## src/inc/conversion_clock_divider_pkg.sv

```systemverilog
// constants, register map and types of the converter sequencer
package conversion_clock_divider_pkg;

    // register byte offsets
    localparam logic [7:0] OFS_CTL_ONE   = 8'h00;
    localparam logic [7:0] OFS_CTL_TWO   = 8'h04;
    localparam logic [7:0] OFS_CTL_THREE = 8'h08;
    localparam logic [7:0] OFS_IN_SEL    = 8'h0C;
    localparam logic [7:0] OFS_SCAN_LO   = 8'h10;
    localparam logic [7:0] OFS_SCAN_HI   = 8'h14;

    // writable bits of each register
    localparam logic [31:0] MASK_CTL_ONE   = 32'h0000_80E6;
    localparam logic [31:0] MASK_CTL_TWO   = 32'h0000_F43F;
    localparam logic [31:0] MASK_CTL_THREE = 32'h0000_9FFF;
    localparam logic [31:0] MASK_IN_SEL    = 32'hBFBF_0000;
    localparam logic [31:0] MASK_SCAN_LO   = 32'hFFFF_FFFF;
    localparam logic [31:0] MASK_SCAN_HI   = 32'h0007_FFFF;
    localparam logic [31:0] RESET_VALUE    = 32'h0000_0000;

    // control one fields
    localparam int B_ON      = 15;
    localparam int B_TRIG_LO = 5;
    localparam int B_ASTART  = 2;
    localparam int B_SAMPLE  = 1;
    localparam int B_DONE    = 0;
    // control two fields
    localparam int B_OFFSET_CALIBRATION_ENABLE  = 12;
    localparam int B_SCAN    = 10;
    localparam int B_HALF    = 7;
    localparam int B_SEQ_LO  = 2;
    localparam int B_SPLIT   = 1;
    localparam int B_ALT     = 0;
    // control three fields
    localparam int B_CLKSRC  = 15;
    localparam int B_SAMT_LO = 8;
    localparam int B_DIV_LO  = 0;
    // input select fields
    localparam int B_NEG_B   = 31;
    localparam int B_POS_B   = 24;
    localparam int B_NEG_A   = 23;
    localparam int B_POS_A   = 16;

    localparam logic [2:0] TRIG_SOFT = 3'b000;
    localparam logic [2:0] TRIG_AUTO = 3'b111;

    // highest existing positive input code per package
    localparam logic [5:0] MAX_CODE_64  = 6'h1E;
    localparam logic [5:0] MAX_CODE_100 = 6'h32;
    localparam logic [5:0] SLOT_NONE    = 6'h3F;

    // conversion length in conversion clock periods
    localparam logic [4:0] CONV_TADS = 5'h0C;

    typedef enum logic [1:0] {ST_IDLE, ST_SAMPLE, ST_CONVERT} conversion_clock_divider_state_t;

endpackage

```

## src/core/conversion_clock_divider_tad_div.sv

```systemverilog
// conversion clock divider: one tick every 2*(div+1) cycles
`timescale 1ns/1ps
module conversion_clock_divider_tad_div
    import conversion_clock_divider_pkg::*;
#(
    parameter int W = 8
) (
    input  wire logic         ref_clk, // system clock
    input  wire logic         rst_n,   // synchronous reset
    input  wire logic         ce,      // clock enable
    input  wire logic         run,     // counter active
    input  wire logic [W-1:0] div,     // divider field
    output logic              tick     // one-cycle period tick
);
    typedef struct packed {
        logic [W:0] cnt;
        logic       tick;
    } conversion_clock_divider_div_st_t;

    conversion_clock_divider_div_st_t s_reg;
    conversion_clock_divider_div_st_t s_next;

    always_comb begin
        s_next      = s_reg;
        s_next.tick = 1'b0;
        if (!run) begin
            s_next.cnt = '0;
        end else if (s_reg.cnt >= {div, 1'b1}) begin
            s_next.cnt  = '0;
            s_next.tick = 1'b1;
        end else begin
            s_next.cnt = s_reg.cnt + 1'b1;
        end
    end

    always_ff @(posedge ref_clk) begin
        if (!rst_n) begin
            s_reg <= '0;
        end else if (ce) begin
            s_reg <= s_next;
        end
    end

    assign tick = s_reg.tick;
endmodule // conversion_clock_divider_tad_div

```

## src/core/conversion_clock_divider_sequencer.sv

```systemverilog
// sample/convert sequencer with configuration registers on apb
//
// How it works
// - offset calibration ties both inputs low reference
// - scan enable steps masked inputs, else select
// - half status reads active half in split
// - event after every N+1 sequences
// - split mode: two 8-word halves, else 16
// - alternate mode uses A, B, A, B
// - clock source bit picks fast rc
// - sample time used only with auto trigger
// - bus clock period times 2(div+1)
// - divider ignored when fast rc chosen
// - negative select: input 1 or low reference
// - 64-pin positive codes, 28-30 special inputs
// - 100-pin positive codes, 48-50 special inputs
// - low mask bit x scans input x
// - 64-pin slots 28-30 are internal sources
// - missing inputs convert the low reference
// - high mask inputs 32-50, 100-pin only
// - unimplemented bits read zero, ignore writes
// - auto trigger ends sampling after sample time
// - done set on completion, cleared when the next conversion begins
`timescale 1ns/1ps
module conversion_clock_divider_sequencer
    import conversion_clock_divider_pkg::*;
#(
    parameter bit PINS_100 = 1'b1 // 1: 100-pin part, 0: 64-pin part
) (
    input  wire logic        ref_clk,      // system clock
    input  wire logic        rst_n,        // synchronous reset, active low
    input  wire logic        ce,           // clock enable
    input  wire logic        psel,         // apb select
    input  wire logic        penable,      // apb enable
    input  wire logic        pwrite,       // apb write
    input  wire logic [7:0]  paddr,        // apb byte address
    input  wire logic [31:0] pwdata,       // apb write data
    output logic [31:0]      prdata,       // apb read data
    output logic             pready,       // apb ready
    output logic             pslverr,      // apb error, unmapped
    input  wire logic        frcClk,       // fast rc oscillator pin
    input  wire logic        trigIn,       // external trigger pin
    input  wire logic [9:0]  sarData,      // converter result pins
    output logic [5:0]       muxPos,       // positive input code
    output logic             muxPosLowRef, // positive to low reference
    output logic             muxNegAn1,    // negative to input 1
    output logic             sampling,     // sample-and-hold tracking
    output logic             converting,   // conversion running
    output logic             resultValid,  // result write strobe
    output logic [3:0]       resultIndex,  // result buffer word
    output logic [9:0]       resultData,   // result value
    output logic             seqEvent      // converter interrupt event
);
    typedef struct packed {
        logic [31:0] ctlOne;
        logic [31:0] ctlTwo;
        logic [31:0] ctlThree;
        logic [31:0] inSel;
        logic [31:0] scanLo;
        logic [31:0] scanHi;
        logic [31:0] rdata;
        conversion_clock_divider_state_t st;
        logic [4:0]  cnt;
        logic [5:0]  slot;
        logic        altB;
        logic [3:0]  seqCnt;
        logic [3:0]  offs;
        logic        half;
        logic        done;
        logic [1:0]  trigSync;
        logic        trigLast;
        logic [1:0]  frcSync;
        logic        frcLast;
        logic [9:0]  sarMeta;
        logic [9:0]  sarSync;
        logic        resValid;
        logic [3:0]  resIdx;
        logic [9:0]  resData;
        logic        evt;
    } conversion_clock_divider_st_t;

    conversion_clock_divider_st_t s_reg;
    conversion_clock_divider_st_t s_next;

    logic        divTick;
    logic        tadTick;
    logic        useFrc;
    logic        frcEdge;
    logic        trigEdge;
    logic [50:0] scanMask;
    logic [5:0]  posCode;
    logic [5:0]  maxCode;
    logic [2:0]  trigSrc;
    logic        wrEn;
    logic        rdSetup;
    logic        addrHit;

    ////////////////////////////////////////////////////////////////////////////////
    // conversion clock

    // rc pin crosses domains: edge logic reads only the second sync stage
    assign useFrc  = s_reg.ctlThree[B_CLKSRC];
    assign frcEdge = s_reg.frcSync[1] & ~s_reg.frcLast;
    assign tadTick = useFrc ? frcEdge : divTick;

    conversion_clock_divider_tad_div #(
        .W (8)
    ) u_div (
        .ref_clk (ref_clk),
        .rst_n   (rst_n),
        .ce      (ce),
        .run     (~useFrc),
        .div     (s_reg.ctlThree[B_DIV_LO +: 8]),
        .tick    (divTick)
    );

    ////////////////////////////////////////////////////////////////////////////////
    // input selection

    // high mask exists only on the larger package
    assign scanMask = PINS_100 ? {s_reg.scanHi[18:0], s_reg.scanLo}
                               : {19'h0, s_reg.scanLo};
    assign maxCode  = PINS_100 ? MAX_CODE_100 : MAX_CODE_64;
    assign trigSrc  = s_reg.ctlOne[B_TRIG_LO +: 3];

    always_comb begin
        if (s_reg.ctlTwo[B_SCAN]) begin
            posCode = s_reg.slot;
        end else if (s_reg.altB) begin
            posCode = s_reg.inSel[B_POS_B +: 6];
        end else begin
            posCode = s_reg.inSel[B_POS_A +: 6];
        end
    end

    assign muxPos       = posCode;
    assign muxPosLowRef = s_reg.ctlTwo[B_OFFSET_CALIBRATION_ENABLE] | (posCode > maxCode);
    assign muxNegAn1    = ~s_reg.ctlTwo[B_OFFSET_CALIBRATION_ENABLE]
                        & (s_reg.altB ? s_reg.inSel[B_NEG_B]
                                      : s_reg.inSel[B_NEG_A]);

    // next selected slot above cur, wrapping to the lowest
    function automatic logic [5:0] next_slot(input logic [50:0] m, input logic [5:0] cur);
        logic [5:0] above;
        logic [5:0] low;
        logic       fa;
        logic       fl;
        above = cur;
        low   = cur;
        fa    = 1'b0;
        fl    = 1'b0;
        for (int i = 50; i >= 0; i--) begin
            if (m[i]) begin
                low = 6'(i);
                fl  = 1'b1;
                if (6'(i) > cur) begin
                    above = 6'(i);
                    fa    = 1'b1;
                end
            end
        end
        // an empty mask keeps slot none, which converts the low reference
        next_slot = fa ? above : (fl ? low : cur);
    endfunction

    ////////////////////////////////////////////////////////////////////////////////
    // bus decode

    // zero wait states: pready follows the access phase directly
    assign wrEn    = psel & penable & pwrite;
    assign rdSetup = psel & ~penable;
    assign addrHit = (paddr == OFS_CTL_ONE) || (paddr == OFS_CTL_TWO)
                  || (paddr == OFS_CTL_THREE) || (paddr == OFS_IN_SEL)
                  || (paddr == OFS_SCAN_LO) || (paddr == OFS_SCAN_HI);
    assign pready  = psel & penable;
    assign pslverr = psel & penable & ~addrHit;
    assign prdata  = s_reg.rdata;

    ////////////////////////////////////////////////////////////////////////////////
    // next state

    always_comb begin
        logic wrOne;
        logic convEnd;
        logic toConvert;
        logic [3:0] base;
        wrOne     = wrEn && (paddr == OFS_CTL_ONE);
        convEnd   = 1'b0;
        toConvert = 1'b0;
        base      = 4'h0;
        s_next    = s_reg;

        s_next.trigSync = {s_reg.trigSync[0], trigIn};
        s_next.trigLast = s_reg.trigSync[1];
        s_next.frcSync  = {s_reg.frcSync[0], frcClk};
        s_next.frcLast  = s_reg.frcSync[1];
        s_next.sarMeta  = sarData;
        s_next.sarSync  = s_reg.sarMeta;
        s_next.resValid = 1'b0;
        s_next.evt      = 1'b0;

        // read data latched in the setup cycle
        if (rdSetup) begin
            unique case (paddr)
                OFS_CTL_ONE: begin
                    // sample and done bits reflect state, never the stored write
                    s_next.rdata = {s_reg.ctlOne[31:2] & MASK_CTL_ONE[31:2],
                                    s_reg.st == ST_SAMPLE,
                                    s_reg.done};
                end
                OFS_CTL_TWO: begin
                    s_next.rdata = (s_reg.ctlTwo & MASK_CTL_TWO)
                                 | {24'h0, s_reg.half, 7'h0};
                end
                OFS_CTL_THREE: s_next.rdata = s_reg.ctlThree & MASK_CTL_THREE;
                OFS_IN_SEL:    s_next.rdata = s_reg.inSel & MASK_IN_SEL;
                OFS_SCAN_LO:   s_next.rdata = s_reg.scanLo & MASK_SCAN_LO;
                OFS_SCAN_HI:   s_next.rdata = s_reg.scanHi & MASK_SCAN_HI;
                default:       s_next.rdata = RESET_VALUE;
            endcase
        end

        if (wrEn) begin
            unique case (paddr)
                OFS_CTL_ONE:   s_next.ctlOne   = pwdata & MASK_CTL_ONE;
                OFS_CTL_TWO:   s_next.ctlTwo   = pwdata & MASK_CTL_TWO;
                OFS_CTL_THREE: s_next.ctlThree = pwdata & MASK_CTL_THREE;
                OFS_IN_SEL:    s_next.inSel    = pwdata & MASK_IN_SEL;
                OFS_SCAN_LO:   s_next.scanLo   = pwdata & MASK_SCAN_LO;
                OFS_SCAN_HI:   s_next.scanHi   = pwdata & MASK_SCAN_HI;
                default:       s_next.rdata    = s_reg.rdata;
            endcase
        end
        // software may only clear done
        if (wrOne && !pwdata[B_DONE]) begin
            s_next.done = 1'b0;
        end
        if (!s_reg.ctlTwo[B_ALT]) begin
            s_next.altB = 1'b0;
        end

        unique case (s_reg.st)
            ST_IDLE: begin
                if (s_reg.ctlOne[B_ON] && (s_reg.ctlOne[B_ASTART]
                        || (wrOne && pwdata[B_SAMPLE]))) begin
                    s_next.st  = ST_SAMPLE;
                    s_next.cnt = 5'h0;
                    if (s_reg.ctlTwo[B_SCAN]) begin
                        // start above every slot so the lowest set bit comes first
                        s_next.slot = next_slot(scanMask, SLOT_NONE);
                    end
                end
            end
            ST_SAMPLE: begin
                if (trigSrc == TRIG_AUTO) begin
                    if (tadTick) begin
                        s_next.cnt = s_reg.cnt + 5'h1;
                        if (s_reg.cnt + 5'h1 >= s_reg.ctlThree[B_SAMT_LO +: 5]) begin
                            toConvert = 1'b1;
                        end
                    end
                end else if (trigSrc == TRIG_SOFT) begin
                    toConvert = wrOne && !pwdata[B_SAMPLE];
                end else begin
                    // other trigger codes: synced rising edge of the trigger pin
                    toConvert = s_reg.trigSync[1] & ~s_reg.trigLast;
                end
                if (toConvert) begin
                    s_next.st   = ST_CONVERT;
                    s_next.cnt  = 5'h0;
                    s_next.done = 1'b0;
                end
            end
            ST_CONVERT: begin
                if (tadTick) begin
                    s_next.cnt = s_reg.cnt + 5'h1;
                    if (s_reg.cnt + 5'h1 >= CONV_TADS) begin
                        convEnd = 1'b1;
                    end
                end
            end
        endcase

        // done is set after any software clear above,
        // so the set wins when both fall in one cycle
        if (convEnd) begin
            s_next.done     = 1'b1;
            s_next.st       = s_reg.ctlOne[B_ASTART] ? ST_SAMPLE : ST_IDLE;
            s_next.cnt      = 5'h0;
            base            = s_reg.ctlTwo[B_SPLIT] ? {s_reg.half, 3'h0} : 4'h0;
            s_next.resValid = 1'b1;
            s_next.resIdx   = base | s_reg.offs;
            s_next.resData  = s_reg.sarSync;
            s_next.altB     = s_reg.ctlTwo[B_ALT] & ~s_reg.altB;
            if (s_reg.ctlTwo[B_SCAN]) begin
                s_next.slot = next_slot(scanMask, s_reg.slot);
            end
            // event count and buffer offset advance once per conversion
            if (s_reg.seqCnt >= s_reg.ctlTwo[B_SEQ_LO +: 4]) begin
                s_next.evt    = 1'b1;
                s_next.seqCnt = 4'h0;
                s_next.offs   = 4'h0;
                if (s_reg.ctlTwo[B_SPLIT]) begin
                    s_next.half = ~s_reg.half;
                end
            end else begin
                s_next.seqCnt = s_reg.seqCnt + 4'h1;
                s_next.offs   = s_reg.ctlTwo[B_SPLIT] ? {1'b0, s_reg.offs[2:0] + 3'h1}
                                                      : s_reg.offs + 4'h1;
            end
        end

        // clearing on abandons a sample or conversion in flight
        if (!s_reg.ctlOne[B_ON]) begin
            s_next.st = ST_IDLE;
        end
    end

    ////////////////////////////////////////////////////////////////////////////////
    // state register

    always_ff @(posedge ref_clk) begin
        if (!rst_n) begin
            s_reg <= '0;
        end else if (ce) begin
            s_reg <= s_next;
        end
    end

    assign sampling    = s_reg.st == ST_SAMPLE;
    assign converting  = s_reg.st == ST_CONVERT;
    assign resultValid = s_reg.resValid;
    assign resultIndex = s_reg.resIdx;
    assign resultData  = s_reg.resData;
    assign seqEvent    = s_reg.evt;
endmodule // conversion_clock_divider_sequencer

```

## config.mk

```make
export PLATFORM = sky130hd
export DESIGN_NAME = conversion_clock_divider_sequencer
export DESIGN_NICKNAME = d
export VERILOG_FILES = /design/src/inc/conversion_clock_divider_pkg.sv /design/src/core/conversion_clock_divider_tad_div.sv /design/src/core/conversion_clock_divider_sequencer.sv
export SDC_FILE = /design/constraint.sdc
export NUM_CORES = 1
export LEC_CHECK = 0
export BUFFER_PORTS_ARGS = -buffer_cell sky130_fd_sc_hd__buf_2
export CORE_MARGIN = 2
export CORE_UTILIZATION = 30
export CTS_CLUSTER_SIZE = 16
export DETAILED_ROUTE_END_ITERATION = 16
export GPL_TIMING_DRIVEN = 0
export PLACE_DENSITY_LB_ADDON = 0.15
export SYNTH_ARGS = -nofsm -noshare
export SYNTH_HDL_FRONTEND = slang
export SYNTH_HIERARCHICAL = 1
export SYNTH_SLANG_ARGS = --single-unit
```

## constraint.sdc

```tcl
create_clock -name ref_clk -period 3.8 [get_ports ref_clk]
set_clock_uncertainty 0.05 [all_clocks]
set_input_delay 0.38 -clock ref_clk [delete_from_list [all_inputs] [get_ports ref_clk]]
set_output_delay 0.38 -clock ref_clk [all_outputs]
set_load 0.1 [all_outputs]
```

# ---- Word-level counts from Yosys, hierarchy flattened
# Cells that the tools add are included.
dict set report op_classes {
  n_bitwise 18
  order_cmp 56
  n_eq_ne 17
  n_reduce_logical 30
  add_sub_neg 5
  mux 573
}
# op n
set ops {}
lappend ops {{$mux 6} 288}
lappend ops {{$mux 1} 265}
lappend ops {{$pmux 32 s6} 1}
lappend ops {{$gt 6x6->1 const A} 19}
lappend ops {{$gt 5x6->1 const A} 16}
lappend ops {{$mux 32} 3}
lappend ops {{$ne 54x53->1 const B} 1}
lappend ops {{$gt 4x6->1 const A} 8}
lappend ops {{$gt 3x6->1 const A} 4}
lappend ops {{$mux 24} 1}
lappend ops {{$reduce_and 3->1} 8}
lappend ops {{$mux 9} 2}
lappend ops {{$eq 8x4->1 const B} 2}
lappend ops {{$eq 8x5->1 const B} 2}
lappend ops {{$mux 16} 1}
lappend ops {{$mux 4} 4}
lappend ops {{$or 16x8->16} 1}
lappend ops {{$pmux 5 s3} 1}
lappend ops {{$mux 13} 1}
lappend ops {{$gt 1x6->1 const A} 2}
lappend ops {{$gt 2x6->1 const A} 2}
lappend ops {{$ne 4x2->1 const B} 3}
lappend ops {{$mux 5} 2}
lappend ops {{$add 9x1->9 const B} 1}
lappend ops {{34 further kinds} 61}
dict set report totals {
  elab_cells 726
  output_inout_bits 60
  reg_bits 204
  input_bits 58
}

# ---- Longest topological paths before layout
# Gate-level depths: netlist (run 1).
dict set report logic_depth {
  depth_word 196
  ltp_mapped 12
  ltp_nobuf 12
}

# ---- Cells and area by module
# The synthesis (run 1) kept the hierarchy.
# mod cells_each seq_area_each_um2 instances area_per_inst_um2
set modules_own_cells {}
lappend modules_own_cells {conversion_clock_divider_sequencer 1488 3863.7 1 10884.2}
lappend modules_own_cells {conversion_clock_divider_tad_div 97 200.2 1 775.7}

# ---- Worst setup path after synthesis (run 1)
# No wires, ideal clock.
dict set report synth_timing {
  kind {register to output}
  startpoint {register s_reg[52] (netlist bit)}
  endpoint {output muxPosLowRef}
  required_ns 3.370
  path_stages_with_launch 6
  path_buffers 1
  path_slack_ns -0.415
  arrival_time_ns 3.785
  cell_sequence {dfxtp_1 > clkbuf_1 > mux2i_1 > o21ai_0 > a211o_1 > a31o_2}
}
dict set report synth_between {
  elab_chain_len 4
}
# element line_no
set synth_lines {}
lappend synth_lines {{start, declared} conversion_clock_divider_sequencer.sv:82} ;# conversion_clock_divider_st_t s_reg;
lappend synth_lines {{start signal, assigned} conversion_clock_divider_sequencer.sv:326} ;# s_reg <= s_next;
lappend synth_lines {{$mux 6} conversion_clock_divider_sequencer.sv:129} ;# end else if (s_reg.altB) begin
lappend synth_lines {{$mux 6} conversion_clock_divider_sequencer.sv:127} ;# if (s_reg.ctlTwo[B_SCAN]) begin
lappend synth_lines {{net muxPos[0]} conversion_clock_divider_sequencer.sv:44} ;# output logic [5:0] muxPos,
lappend synth_lines {{$gt 6x6->1} conversion_clock_divider_sequencer.sv:137} ;# assign muxPosLowRef = s_reg.ctlTwo[B_OFFSET_CALIBRATION_ENABLE] | (posCode > maxCode);
lappend synth_lines {{$or 1x1->1} conversion_clock_divider_sequencer.sv:137}
lappend synth_lines {{end, declared} conversion_clock_divider_sequencer.sv:45} ;# output logic muxPosLowRef,
# The timed path passes the listed nets, and every way through them passes these cells.

# ---- Final worst setup path (run 1)
dict set report layout_timing {
  startpoint {register s_reg[54] (netlist bit)}
  endpoint {register s_reg[53] (netlist bit)}
}
dict set report layout_between {
  elab_chain_len 194
  elab_cells_between_ends 427
  cone_classes {order compare (51); eq/ne (2); mux (373); reduce/logical (1)}
}
# element
set layout_lines {}
lappend layout_lines {{branches (longest 194 deep; another with $gt 6x6->1)}}
# Parallel ways; which one is timed is not known. The select of a mux whose other input is x is not followed.
# A chain may end at the register's enable or synchronous reset.

==> results of run 1 <==
-- power groups by stage --
stage / clock [uW] / combinational, uW / sequential [uW]
finish: 2310 / 240 / 2150
global route: 2440 / 258 / 2150
CTS: 2350 / 240 / 2150
detailed placement: 0 / 238 / 2200
global placement: 0 / 237 / 2200
floorplan: 0 / 124 / 2200
-- how the worst min path moves through the flow --
| stage | start | end |
|---|---|---|
| 2_1_floorplan | s_reg[16] | resultData[0] |
| 3_3_place_gp | s_reg[21] | resultData[5] |
| 3_5_place_dp | s_reg[239] | s_reg[239] |
| 4_1_cts | sarData[8] | s_next[24] |
| 5_1_grt | sarData[6] | s_next[22] |
| 6_report | sarData[6] | s_next[22] |
-- through the flow --
stage | std cells | setup slack (ps) | utilization | hold WS (ps) | power [uW]
floorplan | 1585 | 408 | - | 381 | 2320
global placement | 2219 | 1.55 | 0.335 | 390 | 2440
detailed placement | 2219 | 3.16 | 0.335 | 394 | 2440
CTS | 2263 | 86.1 | 0.356 | 2.17 | 4740
global route | 2264 | 41.5 | 0.356 | 23.3 | 4860
finish | 2264 | 136 | 0.356 | 16.1 | 4700
-- cell usage in the layout (no fill, tap or decap), types with 24 or more instances in the layout --
cell         n
a21oi_1    210
a22oi_1     38
buf_2      126
buf_4       47
clkbuf_1    98
clkbuf_16   24
dfxtp_1    203
ha_1        25
inv_1       54
mux2i_1     35
nand2_1    291
nand3_1     49
nor2_1     151
o21ai_0     48
-- layout make-up --
type	count	area (um2)
timing repair buffer	119	608
fill	4276	24800
sequential	203	4060
clock inverter	8	95.1
clock buffer	34	688
inverter	54	203
multi-input combinational	1169	6590
tap	518	648
buffer	159	812
-- cells by family (layout without fill, tap and decap cells) --
| logic type | Yosys count | in the layout | share of synthesized area |
|---|---|---|---|
| AOI/OAI and AO/OA | 447 | 447 | 0.244 |
| xor gates and xnor gates | 3 | 3 | 0.00225 |
| adders and majority gates | 25 | 25 | 0.0268 |
| buffers and inverters | 213 | 374 | 0.0865 |
| DFF | 203 | 203 | 0.349 |
| muxes | 41 | 41 | 0.0358 |
| and+or+nand+nor | 653 | 653 | 0.256 |
-- worst max-delay path: cells and delay by family (launching register included) --
family / cells / cell delay (ps)
AND/OR/NAND/NOR: 3 / 580
buffers and inverters: 3 / 1080
flip-flops: 1 / 300
AO/OA/AOI/OAI: 4 / 1520
-- what timing repair did --
item / in CTS / in global routing
endpoints found under the hold margin: 2 / 0
hold buffers: 2 / 0
pin swaps: 0 / 1
setup endpoints to repair: 1 / 7
setup buffers: 0 / 1
gates resized for setup: 1 / 4
-- metal layers --
| layer | vias up | track usage |
|---|---|---|
| met5 | - | 0 |
| met1 | 5944 | 0.309 |
| li1 | 5840 | - |
| met2 | 419 | 0.398 |
| met3 | 109 | 0.0292 |
| met4 | 4 | 0.0820 |
==> metrics.txt, run 1 <==
status completed; Mapped Area 11700 um2; register area share after synthesis 0.349; final critical-path required period ~3700 ps; Internal between 3000 and 4000 uW; Setup CP Type flop to flop; r2r setup slk about 140 ps; Top Ports about 120; final hold vios 0; row count 72; Cells after Synth between 1500 and 2000; # diodes 0; period utilization 0.964; PwrDens roughly 340 nW/um2; crit start category flop; Cell Area, Placed around 13000 um2; Worst Tran Pin Value 1080 ps; share of the synthesized area in the top cell type 0.349; Worst-Skew Late Latency between 500 and 600 ps; final RePlAce weighted congestion ~0.94; worst r2r path cells 10; Slew Limit Headroom 0.283; CTS sink count between 200 and 250; CP cell instances clkbuf_1, buf_2, buf_1, nand3_1, a32o_1, o21ai_0, nand4_1, a311oi_1, o211ai_1, nor3b_1; combinational share of power 0.051; endpoint class of the critical path flop; clk buf depth 3; DR iter-0 viols roughly 900; area growth from synthesis to layout 17.6%; Wirelength per Cell about 22 um; yosys warns 6; count of unique library cells instantiated by Yosys 85; nets roughly 1800; Worst Setup EP s_reg[53]; RSZ-0062 raised after global routing no; DR WL met3 roughly 2600 um; Top Layer Used met5; f_max 273 MHz; share of post-route cells with drive strength above 1 0.144; #FFs+latches synth about 200; Remaining Overflow, GRT 0; part of the power in registers 0.458; peak fanout along the critical path 10; Setup TNS 0 ps; top post-synthesis cells by area dfxtp_1 35%, nand2_1 9.4%, a21oi_1 9.0%; max reg flops ~130; via count between 10000 and 15000; drt pass-1 iters 7; DR vias/cell between 5 and 6; max incr delay on CP 740 ps; Core Area 38500 um2; Max Cap Viol 0; Die Ht 201 um; Worst EP required approximately 4200 ps; switching share of power 0.246; Mapped Nets approximately 1700; Commonest cells post-synth 291 x nand2_1, 210 x a21oi_1, 203 x dfxtp_1, 151 x nor2_1, 93 x clkbuf_1; drc violations 0; leading area contributor after synthesis dfxtp_1; Sw Pwr 1160 uW; post-route ant nets 0; first-pass GRT wire length around 73000 um; fin area about 14000 um2; vias in the first global route around 12000; R2R Path Start s_reg[54]; initial antenna violation count 2; initial core utilization 0.303; largest net degree at the start of global routing 14; final setup vio count 0; VDD IR max between 0.0003 and 0.0004 V; chip width 201 um; top-count cell post-synth nand2_1; final WL between 40000 and 50000 um; PortBufs around 120; P_leak just over 0.005 uW; RR Endpoint s_reg[53]; met1 WL ~22000 um; met2 routed WL between 20000 and 25000 um; CTS root buf clkbuf_16; Main synth FF type dfxtp_1; CTS Buf Count 24; clk slew on worst S/H paths approximately 60 ps; CP arrival just over 4000 ps; crit path from s_reg[54]; TritonCTS clock tree done; DIE AREA ~40000 um2; Slowest cell on crit path a311oi_1; gr usage total 0.235; Async S/R FF share, synth 0; Clk pwr share 0.491; Hold Path Class input port to flop; worst hold stages 3; syn_area_per_cell 7.36 um2; H-tree levels 1; EDFF count, synth 0; Slew Limit Fails 0; Detailed Place HPWL roughly 38000 um
Power figures use the tool's default switching activity.
==> run 2, diff against run 1 <==
Settings changed: CORE_ASPECT_RATIO from default to 0.8, SKIP_CTS_REPAIR_TIMING from default to 1.
==> run 2 against run 1 <==
Maximum frequency about the same. Via count grew 0.36%. Routed wire length rose by 0.17%. Critical path type unchanged. Critical endpoint is now s_reg[58].
==> metrics.txt, run 2 (synthesis results as in run 1) <==
met3 Track Usage GR 0.0512 (was 0.0292); Worst Tran Pin Value 1270 ps (was 1080 ps); vias in the first global route 11200 (was 12000); WHS 30.4 ps (was 16.1 ps); Max Cap Viol 0 (unchanged); worst r2r path cells 11 (was 10); met2 Use GR 0.325 (was 0.398); initial antenna violation count 0 (was 2); Wirelength per Cell 21.9 um (was 21.6 um); clk buf depth 3 (unchanged); VDD IR max 0.000306 V (was 0.000302 V); Top Ports 118 (unchanged); Cell Area, Placed 12900 um2 (about the same); Setup TNS 0 ps (unchanged); drt pass-1 iters 5 (was 7); PortBufs 116 (unchanged); final critical-path required period 3670 ps (was 3660 ps); RSZ-0062 raised after global routing no (unchanged); R2R Path Start s_reg[56] (was s_reg[54]); final RePlAce weighted congestion 0.949 (was 0.941); f_max 273 MHz (about the same); RR Endpoint s_reg[58] (was s_reg[53]); status completed (unchanged); initial core utilization 0.305 (was 0.303); drc violations 0 (unchanged); nets 1808 (was 1813); Worst-Skew Late Latency 530 ps (was 550 ps); Core Area 38300 um2 (was 38500 um2); via count 12400 (was 12300); crit start category flop (unchanged); max reg flops 131 (unchanged); CP delay by family, top compound AO/OA/AOI/OAI gates (unchanged); Worst Setup EP s_reg[58] (was s_reg[53]); fin area 13800 um2 (was 13700 um2); max incr delay on CP 580 ps (was 740 ps); CTS root buf clkbuf_16 (unchanged); # diodes 0 (unchanged); DR vias/cell 5.53 (was 5.44); area growth from synthesis to layout 17.9% (was 17.6%); commonest non-fill, non-tap cell in the layout nand2_1 (unchanged); Fillers 4117 (was 4276); Slew Limit Headroom 0.145 (was 0.283); final core utilization 0.359 (was 0.356); Buf/Inv on CP 2 (was 3); post-route ant nets 0 (unchanged); most frequent cells in the layout 291 x nand2_1, 210 x a21oi_1, 203 x dfxtp_1 (unchanged); endpoint class of the critical path flop (unchanged); Worst EP required 4180 ps (was 4160 ps); DIE AREA 40500 um2 (about the same); share of post-route cells with drive strength above 1 0.147 (was 0.144); CP most frequent cell buf_2; crit path from s_reg[56] (was s_reg[54]); CTS sink count 203 (unchanged); final WL 49100 um (was 49000 um); Post-Layout Cell Count 2237 (was 2264); DR iter-0 viols 1332 (was 889); TritonCTS clock tree done (unchanged); H-tree levels 1 (unchanged); Slowest cell on crit path dfxtp_1 (was a311oi_1); peak fanout along the critical path 10 (unchanged); Setup CP Type flop to flop (unchanged); largest net degree at the start of global routing 15 (was 14); r2r setup slk 130 ps (was 140 ps); number of cells on the critical path 11 (was 10); final hold vios 0 (unchanged); P_leak 0.00517 uW (was 0.00512 uW); Slew Limit Fails 0 (unchanged); final setup vio count 0 (unchanged); period utilization 0.965 (was 0.964); global-route met1 utilization 0.363 (was 0.309); Die Ht 180 um (was 201 um); row count 64 (was 72); PwrDens 365 nW/um2 (was 343 nW/um2); CP cell instances buf_2, buf_2, a2bb2oi_1, a21oi_1, a41oi_1, nand4b_1, nor3_1, nand2_1, o31ai_2, nor2_1, a32o_1 (was clkbuf_1, buf_2, buf_1, nand3_1, a32o_1, o21ai_0, nand4_1, a311oi_1, o211ai_1, nor3b_1); CP arrival 4040 ps (was 4030 ps); Detailed Place HPWL 37700 um (was 37600 um); first-pass GRT wire length 72300 um (was 73400 um); chip width 224 um (was 201 um); Remaining Overflow, GRT 0 (unchanged); Hold Path Class input port to flop (unchanged); # placed instances 2196 (was 2219); gr usage total 0.235 (about the same); GRT Max-Usage Layer met1 (was met2); CTS Buf Count 23 (was 24); clk slew on worst S/H paths 70 ps (was 60 ps)
[run 2: worst register-to-register path, delay by kind of cell (launching register included)]
family / cells / cell delay, ps
flip-flops: 1 / 580
AND/OR/NAND/NOR: 4 / 990
AO/OA/AOI/OAI: 5 / 1300
buffers and inverters: 2 / 640
[run 2: worst min-delay path by stage]
stage / from / endpoint / cells after the start
after floorplan: s_reg[16] / resultData[0] / 2
after global placement: s_reg[231] / s_reg[231] / 2
after detailed placement: s_reg[20] / resultData[4] / 2
after CTS: sarData[7] / s_next[23] / 3
after global routing: sarData[0] / s_next[16] / 3
final: sarData[2] / s_next[18] / 3
[run 2: layout make-up]
class,instances,area [um2],share of cell area
multi-input cells,1169,6600,0.480
flip-flops and latches,203,4060,0.296
plain buffers,157,803,0.0584
clock buffers,28,624,0.0454
well taps,495,619,0.0450
repair buffers,117,588,0.0428
clock inverters,14,253,0.0184
inverters,54,203,0.0147
[run 2: metal layers]
metal | share of wire | vias up | routed length [um]
li1 | - | 5832 | -
met1 | 0.49 | 5896 | 24100
met2 | 0.39 | 562 | 19400
met3 | 0.092 | 70 | 4510
met4 | 0.023 | 0 | 1120
met5 | 0 | - | 0
[run 2: metrics by stage]
step,power (uW),setup WS [ps]
2_1_floorplan,2320,408
3_3_place_gp,2440,-40.8
3_5_place_dp,2440,-3.52
4_1_cts,5050,-29.2
5_1_grt,5160,5.42
6_report,5020,134
[run 2: where the power goes]
part	switching (uW)	internal (uW)	leakage (uW)
clock	980	1650	0.000435
combinational	173	69.8	0.00309
sequential	9.76	2140	0.00164
==> run 3, diff against run 2 <==
Settings changed: CAP_MARGIN from default to 20, SETUP_SLACK_MARGIN from default to 0.3.
==> run 3 against run 2 <==
Sequential power barely moved. Die area did not move. Clock power barely moved. Design area rose by 0.63%. Flip-flop and latch count did not move. Critical endpoint is now s_reg[54]. Non-clock buffer count rose by 4. Largest cell class unchanged. Combinational power barely moved.
==> metrics.txt, run 3 (synthesis results as in run 1) <==
WHS 31.3 ps (was 30.4 ps); nets 1812 (was 1808); drt pass-1 iters 7 (was 5); final setup vio count 0 (unchanged); H-tree levels 1 (unchanged); area growth from synthesis to layout 18.7% (was 17.9%); first-pass GRT wire length 72300 um (unchanged); endpoint class of the critical path flop (unchanged); f_max 283 MHz (was 273 MHz); final core utilization 0.362 (was 0.359); Cell Area, Placed 12900 um2 (unchanged); Die Ht 180 um (unchanged); share of post-route cells with drive strength above 1 0.158 (was 0.147); post-route ant nets 0 (unchanged); Post-Layout Cell Count 2242 (was 2237); via count 12400 (about the same); CP arrival 3950 ps (was 4040 ps); Worst EP required 4220 ps (was 4180 ps); VDD IR max 0.000304 V (was 0.000306 V); Hold Path Class input port to flop (unchanged); vias in the first global route 11200 (unchanged); Slew Limit Headroom 0.318 (was 0.145); Detailed Place HPWL 37700 um (unchanged); peak fanout along the critical path 9 (was 10); Fillers 4110 (was 4117); Slew Limit Fails 0 (unchanged); # placed instances 2196 (unchanged); gr usage total 0.235 (unchanged); CTS root buf clkbuf_16 (unchanged); FF/Latch Area 4070 um2 (was 4060 um2); footprint of the multi-input gates 6640 um2 (was 6600 um2); Core Area 38300 um2 (unchanged); initial antenna violation count 0 (unchanged); CTS sink count 203 (unchanged); initial core utilization 0.305 (unchanged); clk slew on worst S/H paths 70 ps (about the same); DR vias/cell 5.53 (about the same); Worst Tran Pin Value 997 ps (was 1270 ps); final critical-path required period 3530 ps (was 3670 ps); status completed (unchanged); drc violations 0 (unchanged); DR iter-0 viols 1258 (was 1332); largest net degree at the start of global routing 15 (unchanged); crit start category flop (unchanged); max reg flops 131 (unchanged); Worst-Skew Late Latency 530 ps (about the same); Setup CP Type flop to flop (unchanged); PwrDens 363 nW/um2 (was 365 nW/um2); final WL 49100 um (about the same); Remaining Overflow, GRT 0 (unchanged); final RePlAce weighted congestion 0.949 (unchanged); period utilization 0.928 (was 0.965); fin area 13800 um2 (about the same); row count 64 (unchanged); CTS Buf Count 23 (unchanged); P_leak 0.00522 uW (was 0.00517 uW); commonest non-fill, non-tap cell in the layout nand2_1 (unchanged); DIE AREA 40500 um2 (unchanged); PortBufs 116 (unchanged); most frequent cells in the layout 291 x nand2_1, 208 x a21oi_1, 202 x dfxtp_1 (was 291 x nand2_1, 210 x a21oi_1, 203 x dfxtp_1); chip width 224 um (unchanged); Wirelength per Cell 21.9 um (about the same); final hold vios 0 (unchanged); Top Ports 118 (unchanged); RSZ-0062 raised after global routing no (unchanged); Max Cap Viol 0 (unchanged); TritonCTS clock tree done (unchanged); clk buf depth 3 (unchanged)
==> run 3: power breakdown <==
part           internal, uW  leakage (uW)  switching [uW]  total, uW
logic                  70.1       0.00314             172        242
registers              2140       0.00164            9.81       2150
clock network          1650      0.000435             983       2630
total                  3860       0.00522            1160       5030
==> run 3: critical path, stage by stage, from the launching register on <==
cell	delay [ps]
dfxtp_1	300
clkbuf_1	230
nor4_1	380
nor4b_1	700
a2111oi_0	290
a2111oi_0	840
o21ai_0	290
o22ai_1	230
a22o_1	150
==> run 3: metrics by stage <==
stage / setup slack (ps) / TNS (ps) / power [uW]
final: 272 / 0 / 5030
after global routing: 282 / 0 / 5160
after CTS: -29.2 / -29.2 / 5050
after detailed placement: -3.52 / -3.52 / 2440
after global placement: -40.8 / -40.8 / 2440
after floorplan: 408 / 0 / 2320
==> run 3: routing by layer <==
layer  global-route usage  routed length (um)
met1                0.363               24400
met2                0.325               19400
met3               0.0512                4260
met4               0.0525                1020
met5                    0                   0
==> run 3: path summary, 6_finish.rpt <==
path              start            end  slack, ps  depth (start not counted)
max          s_reg[146]      s_reg[54]        270                          8
min          sarData[2]     s_next[18]         30                          3
max reg2reg  s_reg[146]      s_reg[54]        270                          8
min reg2reg   s_reg[20]  resultData[4]        400                          2
==> run 3: cell type report <==
class	count	share of cell area
clock buffers	28	0.0451
plain buffers	159	0.0600
flip-flops and latches	203	0.294
well taps	495	0.0448
multi-input cells	1169	0.480
clock inverters	14	0.0183
repair buffers	119	0.0432
diodes	1	0.000181
inverters	54	0.0146
